===== src/include/vip_defs.svh =====
/*
  Constants of the vectored interrupt prioritizer: entry indices, vectors,
  source counts and levels. Assumes it is included by its bare name.
*/
// What this block does
// Twenty sources mapped onto eighteen vectors
// Twelve pin sources, eight peripheral sources
// Port A pins: one selectable edge each
// Port C pins 3..0: both edges, lowest
// Per-source level beats fixed table order
// Watchdog and low-voltage detector raise interrupts
// Pin 7 shares detector, pin 6 comparator
// Polling: no request to core, flags readable
// Vector word: high byte even address
// Reset highest, fixed vector, not interrupt
// After watchdog: oscillator, watchdog-oscillator, illegal traps
// Peripheral order timer1, timer0, rx, tx, converter
// Port A pins rank seven down to zero
// Absent hardware sources never raise requests
// Sources pulse one cycle; pulses latched pending
// Level three beats two beats one
// Flag clears on acknowledge or software zero
// Acknowledge clears global interrupt enable
// Winner and vector held until acknowledged; the code drops the hold once the winner is no longer eligible
// Reserved vector slots never presented
`ifndef VIP_DEFS_SVH
`define VIP_DEFS_SVH

`define VIP_N_SLOT 17
`define VIP_N_ENTRY 22
`define VIP_N_PA 8
`define VIP_N_PC 4
`define VIP_SLOT_BASE 5
`define VIP_SLOT_PA_TOP 12
`define VIP_SLOT_PC_TOP 16

`define VIP_E_RESET 5'h00
`define VIP_E_WDT 5'h01
`define VIP_E_POSC 5'h02
`define VIP_E_WOSC 5'h03
`define VIP_E_ILL 5'h04

`define VIP_LVL_OFF 2'h0
`define VIP_LVL_TOP 2'h3

`define VIP_VEC_RESET 16'h0002
`define VIP_VEC_WDT 16'h0004
`define VIP_VEC_POSC 16'h003A
`define VIP_VEC_WOSC 16'h003C
`define VIP_VEC_ILL 16'h0006
`define VIP_VEC_T1 16'h000A
`define VIP_VEC_T0 16'h000C
`define VIP_VEC_URX 16'h000E
`define VIP_VEC_UTX 16'h0010
`define VIP_VEC_ADC 16'h0016
`define VIP_VEC_PA7 16'h0018
`define VIP_VEC_PA6 16'h001A
`define VIP_VEC_PA5 16'h001C
`define VIP_VEC_STEP 16'h0002
`define VIP_VEC_PC3 16'h0030

`define VIP_VEC_RSV0 16'h0008
`define VIP_VEC_RSV1 16'h0012
`define VIP_VEC_RSV2 16'h0014
`define VIP_VEC_RSV3 16'h0028
`define VIP_VEC_RSV4 16'h002A
`define VIP_VEC_RSV5 16'h002C
`define VIP_VEC_RSV6 16'h002E
`define VIP_VEC_RSV7 16'h0038

`endif


===== src/include/vip_pkg.sv =====
/*
  Types of the vectored interrupt prioritizer.
  Assumes nothing beyond a SystemVerilog compiler.
*/
package vip_pkg;
  typedef logic [1:0] vip_lvl_t;
  typedef logic [4:0] vip_entry_t;

  typedef struct packed {
    logic timer1;
    logic timer0;
    logic uart_rx;
    logic uart_tx;
    logic adc;
    logic low_voltage_detector;
    logic comparator;
    logic watchdog;
  } vip_periph_t;

  typedef struct packed {
    logic osc_fail;
    logic wdt_osc_fail;
    logic illegal_instr;
  } vip_trap_t;
endpackage : vip_pkg

===== src/core/vip_edge_detect.sv =====
/*
  One pin edge detector: two-flop synchroniser, then a one-cycle pulse
  on the chosen edge, or on both. Assumes an asynchronous pin input.
*/
`timescale 1ns/100ps
module vip_edge_detect
  import vip_pkg::*;
#(
  parameter bit BOTH_EDGES = 1'b0
)
(
  // Clock and reset
  input wire logic i_clk,
  input wire logic i_rst_n,
  // Pin and edge choice
  input wire logic i_pin,
  input wire logic i_rise_sel,
  // Event
  output logic o_pulse
);
  logic sync1_r;
  logic sync2_r;
  logic prev_r;
  logic pulse_r;
  logic pulse_nxt;

  // ***********************************************
  // Edge choice
  // ***********************************************
  always_comb
  begin
    pulse_nxt = 1'b0;
    if (sync2_r != prev_r)
    begin
      if (BOTH_EDGES)
        pulse_nxt = 1'b1;
      else
        pulse_nxt = (sync2_r == i_rise_sel);
    end
  end

  always_ff @(posedge i_clk)
  begin
    if (!i_rst_n)
    begin
      sync1_r <= 1'b0;
      sync2_r <= 1'b0;
      prev_r <= 1'b0;
      pulse_r <= 1'b0;
    end
    else
    begin
      sync1_r <= i_pin;
      sync2_r <= sync1_r;
      prev_r <= sync2_r;
      pulse_r <= pulse_nxt;
    end
  end

  assign o_pulse = pulse_r;
endmodule : vip_edge_detect


===== src/core/vip_prioritizer.sv =====
/*
  Vectored interrupt prioritizer: pending flags, three-level ranking,
  trap and reset entries, vector presentation to the core.
  Assumes same-clock one-cycle pulses from peripherals, traps and core.
*/
`timescale 1ns/100ps
`include "vip_defs.svh"
module vip_prioritizer
  import vip_pkg::*;
#(
  parameter bit HAS_ADC = 1'b1,
  parameter logic [`VIP_N_PA-1:0] PA_PRESENT = 8'hFF,
  parameter logic [`VIP_N_PC-1:0] PC_PRESENT = 4'hF
)
(
  // Clock and reset
  input wire logic i_clk,
  input wire logic i_rst_n,
  // Port pins and edge choice
  input wire logic [`VIP_N_PA-1:0] i_pa_pin,
  input wire logic [`VIP_N_PA-1:0] i_pa_rise_sel,
  input wire logic [`VIP_N_PC-1:0] i_pc_pin,
  // Peripheral and trap pulses
  input wire vip_periph_t i_periph,
  input wire vip_trap_t i_trap,
  // Software control
  input wire vip_lvl_t [`VIP_N_SLOT-1:0] i_prio_level,
  input wire logic [`VIP_N_SLOT-1:0] i_sw_clr,
  input wire logic [`VIP_N_SLOT-1:0] i_sw_set,
  input wire logic i_irq_enable_set,
  input wire logic i_irq_enable_clr,
  // Core
  input wire logic i_ack,
  output logic o_irq_req,
  output logic [15:0] o_vector,
  output logic [`VIP_N_SLOT-1:0] o_pending,
  output logic o_global_irq_enable
);
  // ***********************************************
  // Pin events
  // ***********************************************
  logic [`VIP_N_PA-1:0] pa_ev;
  logic [`VIP_N_PC-1:0] pc_ev;

  for (genvar p = 0; p < `VIP_N_PA; p++)
  begin : g_pa
    vip_edge_detect #(.BOTH_EDGES(1'b0)) u_pa (
      .i_clk(i_clk),
      .i_rst_n(i_rst_n),
      .i_pin(i_pa_pin[p]),
      .i_rise_sel(i_pa_rise_sel[p]),
      .o_pulse(pa_ev[p])
    );
  end

  for (genvar q = 0; q < `VIP_N_PC; q++)
  begin : g_pc
    vip_edge_detect #(.BOTH_EDGES(1'b1)) u_pc (
      .i_clk(i_clk),
      .i_rst_n(i_rst_n),
      .i_pin(i_pc_pin[q]),
      .i_rise_sel(1'b0),
      .o_pulse(pc_ev[q])
    );
  end

  // ***********************************************
  // Slot events in table order
  // ***********************************************
  logic [`VIP_N_SLOT-1:0] ev_s;

  always_comb
  begin
    ev_s = '0;
    ev_s[0] = i_periph.timer1;
    ev_s[1] = i_periph.timer0;
    ev_s[2] = i_periph.uart_rx;
    ev_s[3] = i_periph.uart_tx;
    ev_s[4] = i_periph.adc & HAS_ADC;
    for (int p = 0; p < `VIP_N_PA; p++)
      ev_s[`VIP_SLOT_PA_TOP-p] = pa_ev[p] & PA_PRESENT[p];
    for (int q = 0; q < `VIP_N_PC; q++)
      ev_s[`VIP_SLOT_PC_TOP-q] = pc_ev[q] & PC_PRESENT[q];
    ev_s[5] = ev_s[5] | i_periph.low_voltage_detector;
    ev_s[6] = ev_s[6] | i_periph.comparator;
  end

  // ***********************************************
  // Entry helpers
  // ***********************************************
  function automatic logic [15:0] vec_of(input int e);
    case (e)
      0: vec_of = `VIP_VEC_RESET;
      1: vec_of = `VIP_VEC_WDT;
      2: vec_of = `VIP_VEC_POSC;
      3: vec_of = `VIP_VEC_WOSC;
      4: vec_of = `VIP_VEC_ILL;
      5: vec_of = `VIP_VEC_T1;
      6: vec_of = `VIP_VEC_T0;
      7: vec_of = `VIP_VEC_URX;
      8: vec_of = `VIP_VEC_UTX;
      9: vec_of = `VIP_VEC_ADC;
      10: vec_of = `VIP_VEC_PA7;
      11: vec_of = `VIP_VEC_PA6;
      12, 13, 14, 15, 16, 17:
        vec_of = `VIP_VEC_PA5 + `VIP_VEC_STEP * 16'(e - 12);
      18, 19, 20, 21:
        vec_of = `VIP_VEC_PC3 + `VIP_VEC_STEP * 16'(e - 18);
      default: vec_of = `VIP_VEC_RESET;
    endcase
  endfunction : vec_of

  function automatic vip_lvl_t lvl_of(input int e,
                                      input vip_lvl_t [`VIP_N_SLOT-1:0] pl);
    if (e < `VIP_SLOT_BASE)
      lvl_of = `VIP_LVL_TOP;
    else
      lvl_of = pl[e-`VIP_SLOT_BASE];
  endfunction : lvl_of

  // ***********************************************
  // Flags and ranking
  // ***********************************************
  logic [`VIP_N_SLOT-1:0] pend_r;
  logic [`VIP_N_SLOT-1:0] pend_nxt;
  logic [`VIP_E_ILL:0] trap_r;
  logic [`VIP_E_ILL:0] trap_nxt;
  logic gie_r;
  logic gie_nxt;
  logic req_r;
  logic req_nxt;
  vip_entry_t sel_r;
  vip_entry_t sel_nxt;
  logic [15:0] vec_r;
  logic [15:0] vec_nxt;
  logic [`VIP_N_ENTRY-1:0] flag_all;
  logic [`VIP_N_ENTRY-1:0] elig;
  logic [`VIP_N_ENTRY-1:0] ack_clr;
  vip_lvl_t best_lvl;
  vip_entry_t best;
  logic any_elig;
  logic taken;

  always_comb
  begin
    flag_all = {pend_r, trap_r};
    for (int e = 0; e < `VIP_N_ENTRY; e++)
      elig[e] = flag_all[e] && lvl_of(e, i_prio_level) != `VIP_LVL_OFF &&
                (gie_r || (e != 1 && e < `VIP_SLOT_BASE));
    best_lvl = `VIP_LVL_OFF;
    best = '0;
    any_elig = |elig;
    for (int e = `VIP_N_ENTRY - 1; e >= 0; e--)
      if (elig[e] && lvl_of(e, i_prio_level) >= best_lvl)
      begin
        best_lvl = lvl_of(e, i_prio_level);
        best = vip_entry_t'(e);
      end
  end

  always_comb
  begin
    taken = req_r && i_ack;
    ack_clr = '0;
    if (taken)
      ack_clr[sel_r] = 1'b1;
    // Set wins over any clear in the same cycle
    pend_nxt = (pend_r & ~ack_clr[`VIP_N_ENTRY-1:`VIP_SLOT_BASE] & ~i_sw_clr)
               | ev_s | i_sw_set;
    trap_nxt = (trap_r & ~ack_clr[`VIP_E_ILL:0]) |
               {i_trap.illegal_instr, i_trap.wdt_osc_fail,
                i_trap.osc_fail, i_periph.watchdog, 1'b0};
    gie_nxt = gie_r;
    if (taken || i_irq_enable_clr)
      gie_nxt = 1'b0;
    else if (i_irq_enable_set)
      gie_nxt = 1'b1;
    if (req_r && !taken && elig[sel_r])
    begin
      req_nxt = 1'b1;
      sel_nxt = sel_r;
      vec_nxt = vec_r;
    end
    else
    begin
      req_nxt = any_elig && !taken;
      sel_nxt = best;
      vec_nxt = vec_of(int'(best));
    end
  end

  always_ff @(posedge i_clk)
  begin
    if (!i_rst_n)
    begin
      pend_r <= '0;
      trap_r <= 5'h01;
      gie_r <= 1'b0;
      req_r <= 1'b0;
      sel_r <= '0;
      vec_r <= `VIP_VEC_RESET;
    end
    else
    begin
      pend_r <= pend_nxt;
      trap_r <= trap_nxt;
      gie_r <= gie_nxt;
      req_r <= req_nxt;
      sel_r <= sel_nxt;
      vec_r <= vec_nxt;
    end
  end

  // Vector word is driven whole; byte order in memory is the core's
  assign o_irq_req = req_r;
  assign o_vector = vec_r;
  assign o_pending = pend_r;
  assign o_global_irq_enable = gie_r;

  // ***********************************************
  // Checks
  // ***********************************************
  logic higher_exists;

  always_comb
  begin
    higher_exists = 1'b0;
    for (int e = 0; e < `VIP_N_ENTRY; e++)
      if (elig[e] && lvl_of(e, i_prio_level) > lvl_of(int'(best),
                                                       i_prio_level))
        higher_exists = 1'b1;
  end
endmodule : vip_prioritizer


===== config.mk =====
export PLATFORM = sky130hd
export DESIGN_NAME = vip_prioritizer
export DESIGN_NICKNAME = d
export VERILOG_FILES = /design/src/include/vip_pkg.sv /design/src/core/vip_edge_detect.sv /design/src/core/vip_prioritizer.sv
export VERILOG_INCLUDE_DIRS = /design/src /design/src/include
export SDC_FILE = /design/constraint.sdc
export NUM_CORES = 1
export LEC_CHECK = 0
export ABC_AREA = 1
export BUFFER_PORTS_ARGS = -buffer_cell sky130_fd_sc_hd__buf_2
export CORE_UTILIZATION = 30
export DETAILED_ROUTE_END_ITERATION = 16
export PLACE_DENSITY = 0.61
export SKIP_CTS_REPAIR_TIMING = 1
export SLEW_MARGIN = 10
export SYNTH_ARGS = -nofsm -noshare
export SYNTH_HDL_FRONTEND = slang
export SYNTH_SLANG_ARGS = --single-unit

===== constraint.sdc =====
create_clock -name i_clk -period 17.2 [get_ports i_clk]
set_input_delay 0.86 -clock i_clk [delete_from_list [all_inputs] [get_ports i_clk]]
set_output_delay 0.86 -clock i_clk [all_outputs]
set_load 0.02 [all_outputs]

# ---- Yosys cells after proc, flatten, opt, wreduce, memory -nomap -nowiden
# Index checks and enable logic that the tools add are counted.
dict set report word_totals {
  in_bits 104
  ff_bits 93
  out_inout_bits 35
}
dict set report classes {
  n_reduce_logical 93
  mux 54
  order_cmp 24
  eq_ne 41
  bitwise_logic 12
  add_sub_neg 4
}
# op n
set op_table {}
lappend op_table {{$pmux W16 S13} 1}
lappend op_table {{$mux W5} 22}
lappend op_table {{$logic_and A1 B1 Y1} 62}
lappend op_table {{$mux W2} 21}
lappend op_table {{$eq A5 B4 Y1 const B} 8}
lappend op_table {{$and A17 B17 Y17} 2}
lappend op_table {{$not A17 Y17} 2}
lappend op_table {{$or A17 B17 Y17} 2}
lappend op_table {{$reduce_bool A2 Y1} 17}
lappend op_table {{$ge A2 B2 Y1} 16}
lappend op_table {{$eq A5 B5 Y1 const B} 6}
lappend op_table {{$mux W22} 1}
lappend op_table {{$reduce_or A22 Y1} 1}
lappend op_table {{$eq A5 B3 Y1 const B} 4}
lappend op_table {{$reduce_and A2 Y1} 8}
lappend op_table {{$ne A1 B1 Y1} 12}
lappend op_table {{$eq A5 B2 Y1 const B} 2}
lappend op_table {{$ge A2 B2 Y1 const A} 5}
lappend op_table {{$add A6 B7 Y8 const A} 1}
lappend op_table {{$add A7 B7 Y8 const A} 1}
lappend op_table {{$eq A1 B1 Y1} 8}
lappend op_table {{$mux W1} 7}
lappend op_table {{$lt A5 B6 Y1 const B} 1}
lappend op_table {{$reduce_or A6 Y1} 1}
lappend op_table {{other kinds (16)} 17}

# ---- Depth between registers and ports, before layout
dict set report depth {
  depth_word 71
  depth_mapped 142
  ltp_nobuf 142
}

# ---- Hierarchy
# From an unflattened synthesis, not the netlist that was laid out.
dict set report unflattened {
  hier_cells 883
  hier_area_um2 5649.2
}
# module instances cells_each seq_area_each_um2 area_per_inst_um2
set modules_own_cells {}
lappend modules_own_cells {vip_prioritizer 1 683 720.7 4112.7}
lappend modules_own_cells {{vip_edge_detect at g_pa[0].u_pa ...} 8 18 80.1 132.6}
lappend modules_own_cells {{vip_edge_detect at g_pc[0].u_pc ...} 4 14 80.1 118.9}

# ---- Least setup slack after synthesis
# Ideal clock, no wire load.
dict set report synth_path {
  kind {in2reg}
  startpoint {input i_prio_level[33] (netlist bit)}
  endpoint {register vec_r[5] (netlist: o_vector[5])}
  t_arrival_ns 15.208
  stages 117
  setup_slack_ns 1.933
  cell_sequence {inv_1 > nor2_1 > inv_1 > ha_1 > nand2_1 > nand3_1 > nand2_4 > o21ai_0 > ha_1 > nor3_1 > nor2_1 > nand3_1 > nand2_1 > inv_1 > o21ai_1 > ha_1 > inv_1 > a31oi_1 > (+81 left out) > o21ai_0 > ha_1 > inv_1 > a21boi_0 > o21ai_0 > inv_1 > nor2_1 > nand2_2 > o21ai_1 > ha_1 > nand3_1 > nand2_1 > xor2_1 > ha_1 > or2_0 > nand3_1 > nand3_1 > nand2_1}
}
dict set report synth_via {
  elab_chain_cells 71
  word_cells_on_any_way 121
  classes_between {add/sub: 4; order compare: 22; eq/ne: 21; mux: 46; reduce/logical: 28}
}
# element line_no
set synth_rtl {}
lappend synth_rtl {{start, declared} vip_prioritizer.sv:27} ;# input wire vip_lvl_t [`VIP_N_SLOT-1:0] i_prio_level,
lappend synth_rtl {{$reduce_bool A2 Y1 (no source line)} n/a}
lappend synth_rtl {{$logic_and A1 B1 Y1 (no source line)} n/a}
lappend synth_rtl {{$logic_and A1 B1 Y1} vip_prioritizer.sv:148} ;# elig[e] = flag_all[e] && lvl_of(e, i_prio_level) != `VIP_LVL_OFF &&
lappend synth_rtl {{$logic_and A1 B1 Y1} vip_prioritizer.sv:154} ;# if (elig[e] && lvl_of(e, i_prio_level) >= best_lvl)
lappend synth_rtl {{$mux W2} vip_prioritizer.sv:154}
lappend synth_rtl {{$ge A2 B2 Y1} vip_prioritizer.sv:154}
lappend synth_rtl {{$logic_and A1 B1 Y1} vip_prioritizer.sv:154}
lappend synth_rtl {{$mux W2} vip_prioritizer.sv:154}
lappend synth_rtl {{(+55 left out)} n/a}
lappend synth_rtl {{$logic_and A1 B1 Y1} vip_prioritizer.sv:154}
lappend synth_rtl {{$mux W2} vip_prioritizer.sv:154}
lappend synth_rtl {{$ge A2 B2 Y1} vip_prioritizer.sv:154}
lappend synth_rtl {{$logic_and A1 B1 Y1} vip_prioritizer.sv:154}
lappend synth_rtl {{$mux W5} vip_prioritizer.sv:154}
lappend synth_rtl {{$sub A5 B5 Y6, or another cell as far along} vip_prioritizer.sv:108} ;# vec_of = `VIP_VEC_PC3 + `VIP_VEC_STEP * 16'(e - 18);
lappend synth_rtl {{$add A7 B7 Y8 (no source line), or another cell as far along} n/a}
lappend synth_rtl {{$pmux W16 S13} vip_prioritizer.sv:92} ;# case (e)
lappend synth_rtl {{end signal, assigned} vip_prioritizer.sv:201} ;# vec_r <= `VIP_VEC_RESET;
lappend synth_rtl {{end signal, assigned} vip_prioritizer.sv:210} ;# vec_r <= vec_nxt;
lappend synth_rtl {{end, declared} vip_prioritizer.sv:134} ;# logic [15:0] vec_r;
# Several ways; a longest one is shown, not always the timed one. The select of a mux whose other input is x is not followed.
# A chain may end at the register's enable or synchronous reset.

# ---- Final worst setup path
# Ends and elaborated chain as after synthesis.

==> run_results.csv <==
group,metric,value,unit
route,drcViolationCount,0,
placement,dpl.cell_count,1171,
synth,synth_fp_nets,959,
critical_path,crit_end,"o_vector[5]",
synth,syn_inst,826,
clock_network,htree_levels,3,
global_routing,grt_use_total,0.169,
route,drt-wirelength-per-cell,12.8,um
route,vias_per_cell,4.65,
status,status,"completed",
clock_network,cts_buffer_depth,2,
critical_path,critPathMostFrequentCell,"nand2_1",
pwr,peakVddDrop,60.1,uV
synth,postSynthAreaPerCell,6.57,um^2
critical_path,rr_endpoint,"o_vector[5]",
route,vias,5555,
synth,synth-seq-cells,84,
global_routing,grt_pass1_vias,5020,
job,drv_cap,0,
cells_and_area,fin_nets,1096,
hold_path,hp-class,"flip-flop to flip-flop",
synth,synthAdderAreaFrac,0.0669,
sta,clock_skew,8.32,ps
synth,synthTopCellsByArea,"dfxtp_1, nand2_1, inv_1, ha_1, nor2_1",
die,die_area,0.0186,mm^2
cells_and_area,syn2layout_area_growth,24.2,%
global_routing,grt_start_max_net_pins,48,
route,ant_nets,0,
die,rows,48,
die,initial_core_util,0.310,
synth,synthSimpleGateAreaFrac,0.371,
global_routing,grt_pass1_wl,24.3,mm
clock_network,clock_sinks,84,
route,drtIter0Drc,359,
clock_network,numCtsBuffers,9,
cells_and_area,drive_gt1_frac,0.228,
synth,syn-cell-area,0.00543,mm^2
clock_network,root_buffer,"clkbuf_16",
sta,hold_ws,410,ps
die,die_h,136,um
synth,yosysTopAreaCell,"dfxtp_1",
critical_path,cp-start-kind,"input pin",
synth,synth_compound_area_frac,0.115,
hold_path,worstHoldStart,"g_pc[0].u_pc.sync1_r",
synth,seq_area_frac_synth,0.310,
route,routed_wl,15.3,mm
placement,dp_hpwl,12.4,mm
cells_and_area,final_common_cell,"nand2_1",
cells_and_area,layout_common_cells,"nand2_1, inv_1, buf_2",
cells_and_area,final_core_util,0.386,
critical_path,r2r_cells,119,
placement,io_buffers,137,
critical_path,reg2reg_slack,1760,ps
sta,post-route-period-util,0.909,
critical_path,critPathLaunch,"i_prio_level[33]",
critical_path,slowest_delay,300,ps
sta,worst_pin_slew,828,ps
critical_path,r2r-start,"o_pending[16]",
synth,synth_top_family_by_area,"simple AND/OR/NAND/NOR gates",
clock_network,insertion_delay,340,ps
sta,fmax,64.0,MHz
synth,yosysWarnings,0,
sta,fin_crit,15630,ps
global_routing,antenna_found_initial,4,
placement,gp_routability_congestion,0.908,
critical_path,cp.required,17490,ps
pwr,power_density,75.7,mW/mm^2
clock_network,cts_tree,"yes",
die,io_pins,139,
route,drt-pass1-iter-count,5,
synth,yosysTopAreaCellShare,0.310,
pwr,p_leak,3.70,nW
sta,setup_viol,0,
die,die_w,136,um
critical_path,crit_type,"input pin to flip-flop",
clock_network,clk_pin_slew,70,ps
sta,finalHoldViolCount,0,
sta,slew_violations,0,
cells_and_area,fin_cells,1195,
critical_path,cp_slowest_cell,"ha_1",
synth,synth_cell_types,46,
synth,synthMuxAreaShare,0,
die,coreArea,0.0175,mm^2
global_routing,grt-ovfl-total,0,
critical_path,crit_path_max_fanout,8,
sta,maxSlewHeadroom,0.448,
synth,synth-xor-area-share,0.0145,
critical_path,crit_arrival,15920,ps
critical_path,end_kind,"flip-flop",
[state kept, by name, indices dropped and copies added, names as in the netlist]
signal and flops:
g_pa.u_pa.prev_r 8, g_pa.u_pa.sync1_r 8, o_global_irq_enable 1, o_pending 17
g_pc.u_pc.sync2_r 4, g_pa.u_pa.sync2_r 8, g_pa.u_pa.o_pulse 8, trap_r 5
o_irq_req 1, g_pc.u_pc.o_pulse 4, sel_r 5, g_pc.u_pc.sync1_r 4
o_vector 7, g_pc.u_pc.prev_r 4
[stage by stage]
step | area (um^2) | TNS, ps | worst slack, ps | power [mW]
after global placement | 6290 | 0 | 673 | 0.301
after global routing | 6730 | -2.48 | -1.47 | 0.537
after floorplan | 5430 | 0 | 1930 | 0.270
final | 6740 | 0 | 1570 | 0.510
after detailed placement | 6290 | 0 | 385 | 0.303
after CTS | 6610 | 0 | 725 | 0.513
[routing by layer]
metal / global-route usage / up-vias / part of all wire
li1: - / 2912 / -
met1: 0.217 / 2448 / 0.45
met2: 0.282 / 175 / 0.46
met3: 0.0429 / 16 / 0.077
met4: 0.0420 / 4 / 0.012
met5: 0 / - / 0.0014
[Yosys cell counts (all sizes together)]
master,n
nand2,232
inv,144
nor2,93
dfxtp,84
nand3,47
ha,29
a21oi,27
o21ai,27
nand3b,26
nor3,16
buf,15
nand4,15
o22ai,13
o31ai,10
a31oi,6
o21a,6
xnor2,6
clkbuf,5
and2,4
nor4,4
o211a,3
xor2,3
o221ai,2
or2,2
a211oi,1
a21boi,1
conb,1
o2111a,1
o2111ai,1
o211ai,1
o21bai,1
[logic make-up after synthesis]
logic type,after synthesis
adders and majority gates,29
other,1
DFF,84
AOI/OAI and AO/OA,100
xor gates and xnor gates,9
buffers and inverters,164
and+or+nand+nor,439
[worst max-delay path: cells and delay by family]
kind,cells,cell delay [ps]
compound gates,20,2840
xor+xnor,1,160
fa+ha+maj,18,4650
buf+inv,17,1130
simple gates,64,6290
[worst min-delay path by stage]
stage	endpoint	slack, ps	cells past startpoint
floorplan	g_pa[0].u_pa.sync2_r	390	2
global placement	g_pa[3].u_pa.sync2_r	390	2
detailed placement	g_pc[0].u_pc.sync2_r	400	2
CTS	g_pc[0].u_pc.sync2_r	410	2
global route	g_pa[1].u_pa.sync2_r	420	2
finish	g_pc[0].u_pc.sync2_r	410	2
[power breakdown]
part           leakage [nW]  total, mW  switching (mW)  internal (mW)
clock                 0.146      0.210          0.0816          0.128
combinational          2.86     0.0910          0.0556         0.0353
sequential            0.692      0.210         0.00610          0.204
total                  3.70      0.510           0.143          0.367
[area by class of cell]
class                      instances  area [um^2]
tap                              225          282
multi-input combinational        578         3150
clock buffer                      11          233
sequential                        84         1680
clock inverter                     5         83.8
fill                            1901        10700
timing repair buffer             146          757
antenna                            2         5.00
inverter                         144          544
Power figures use the tool's default switching activity.
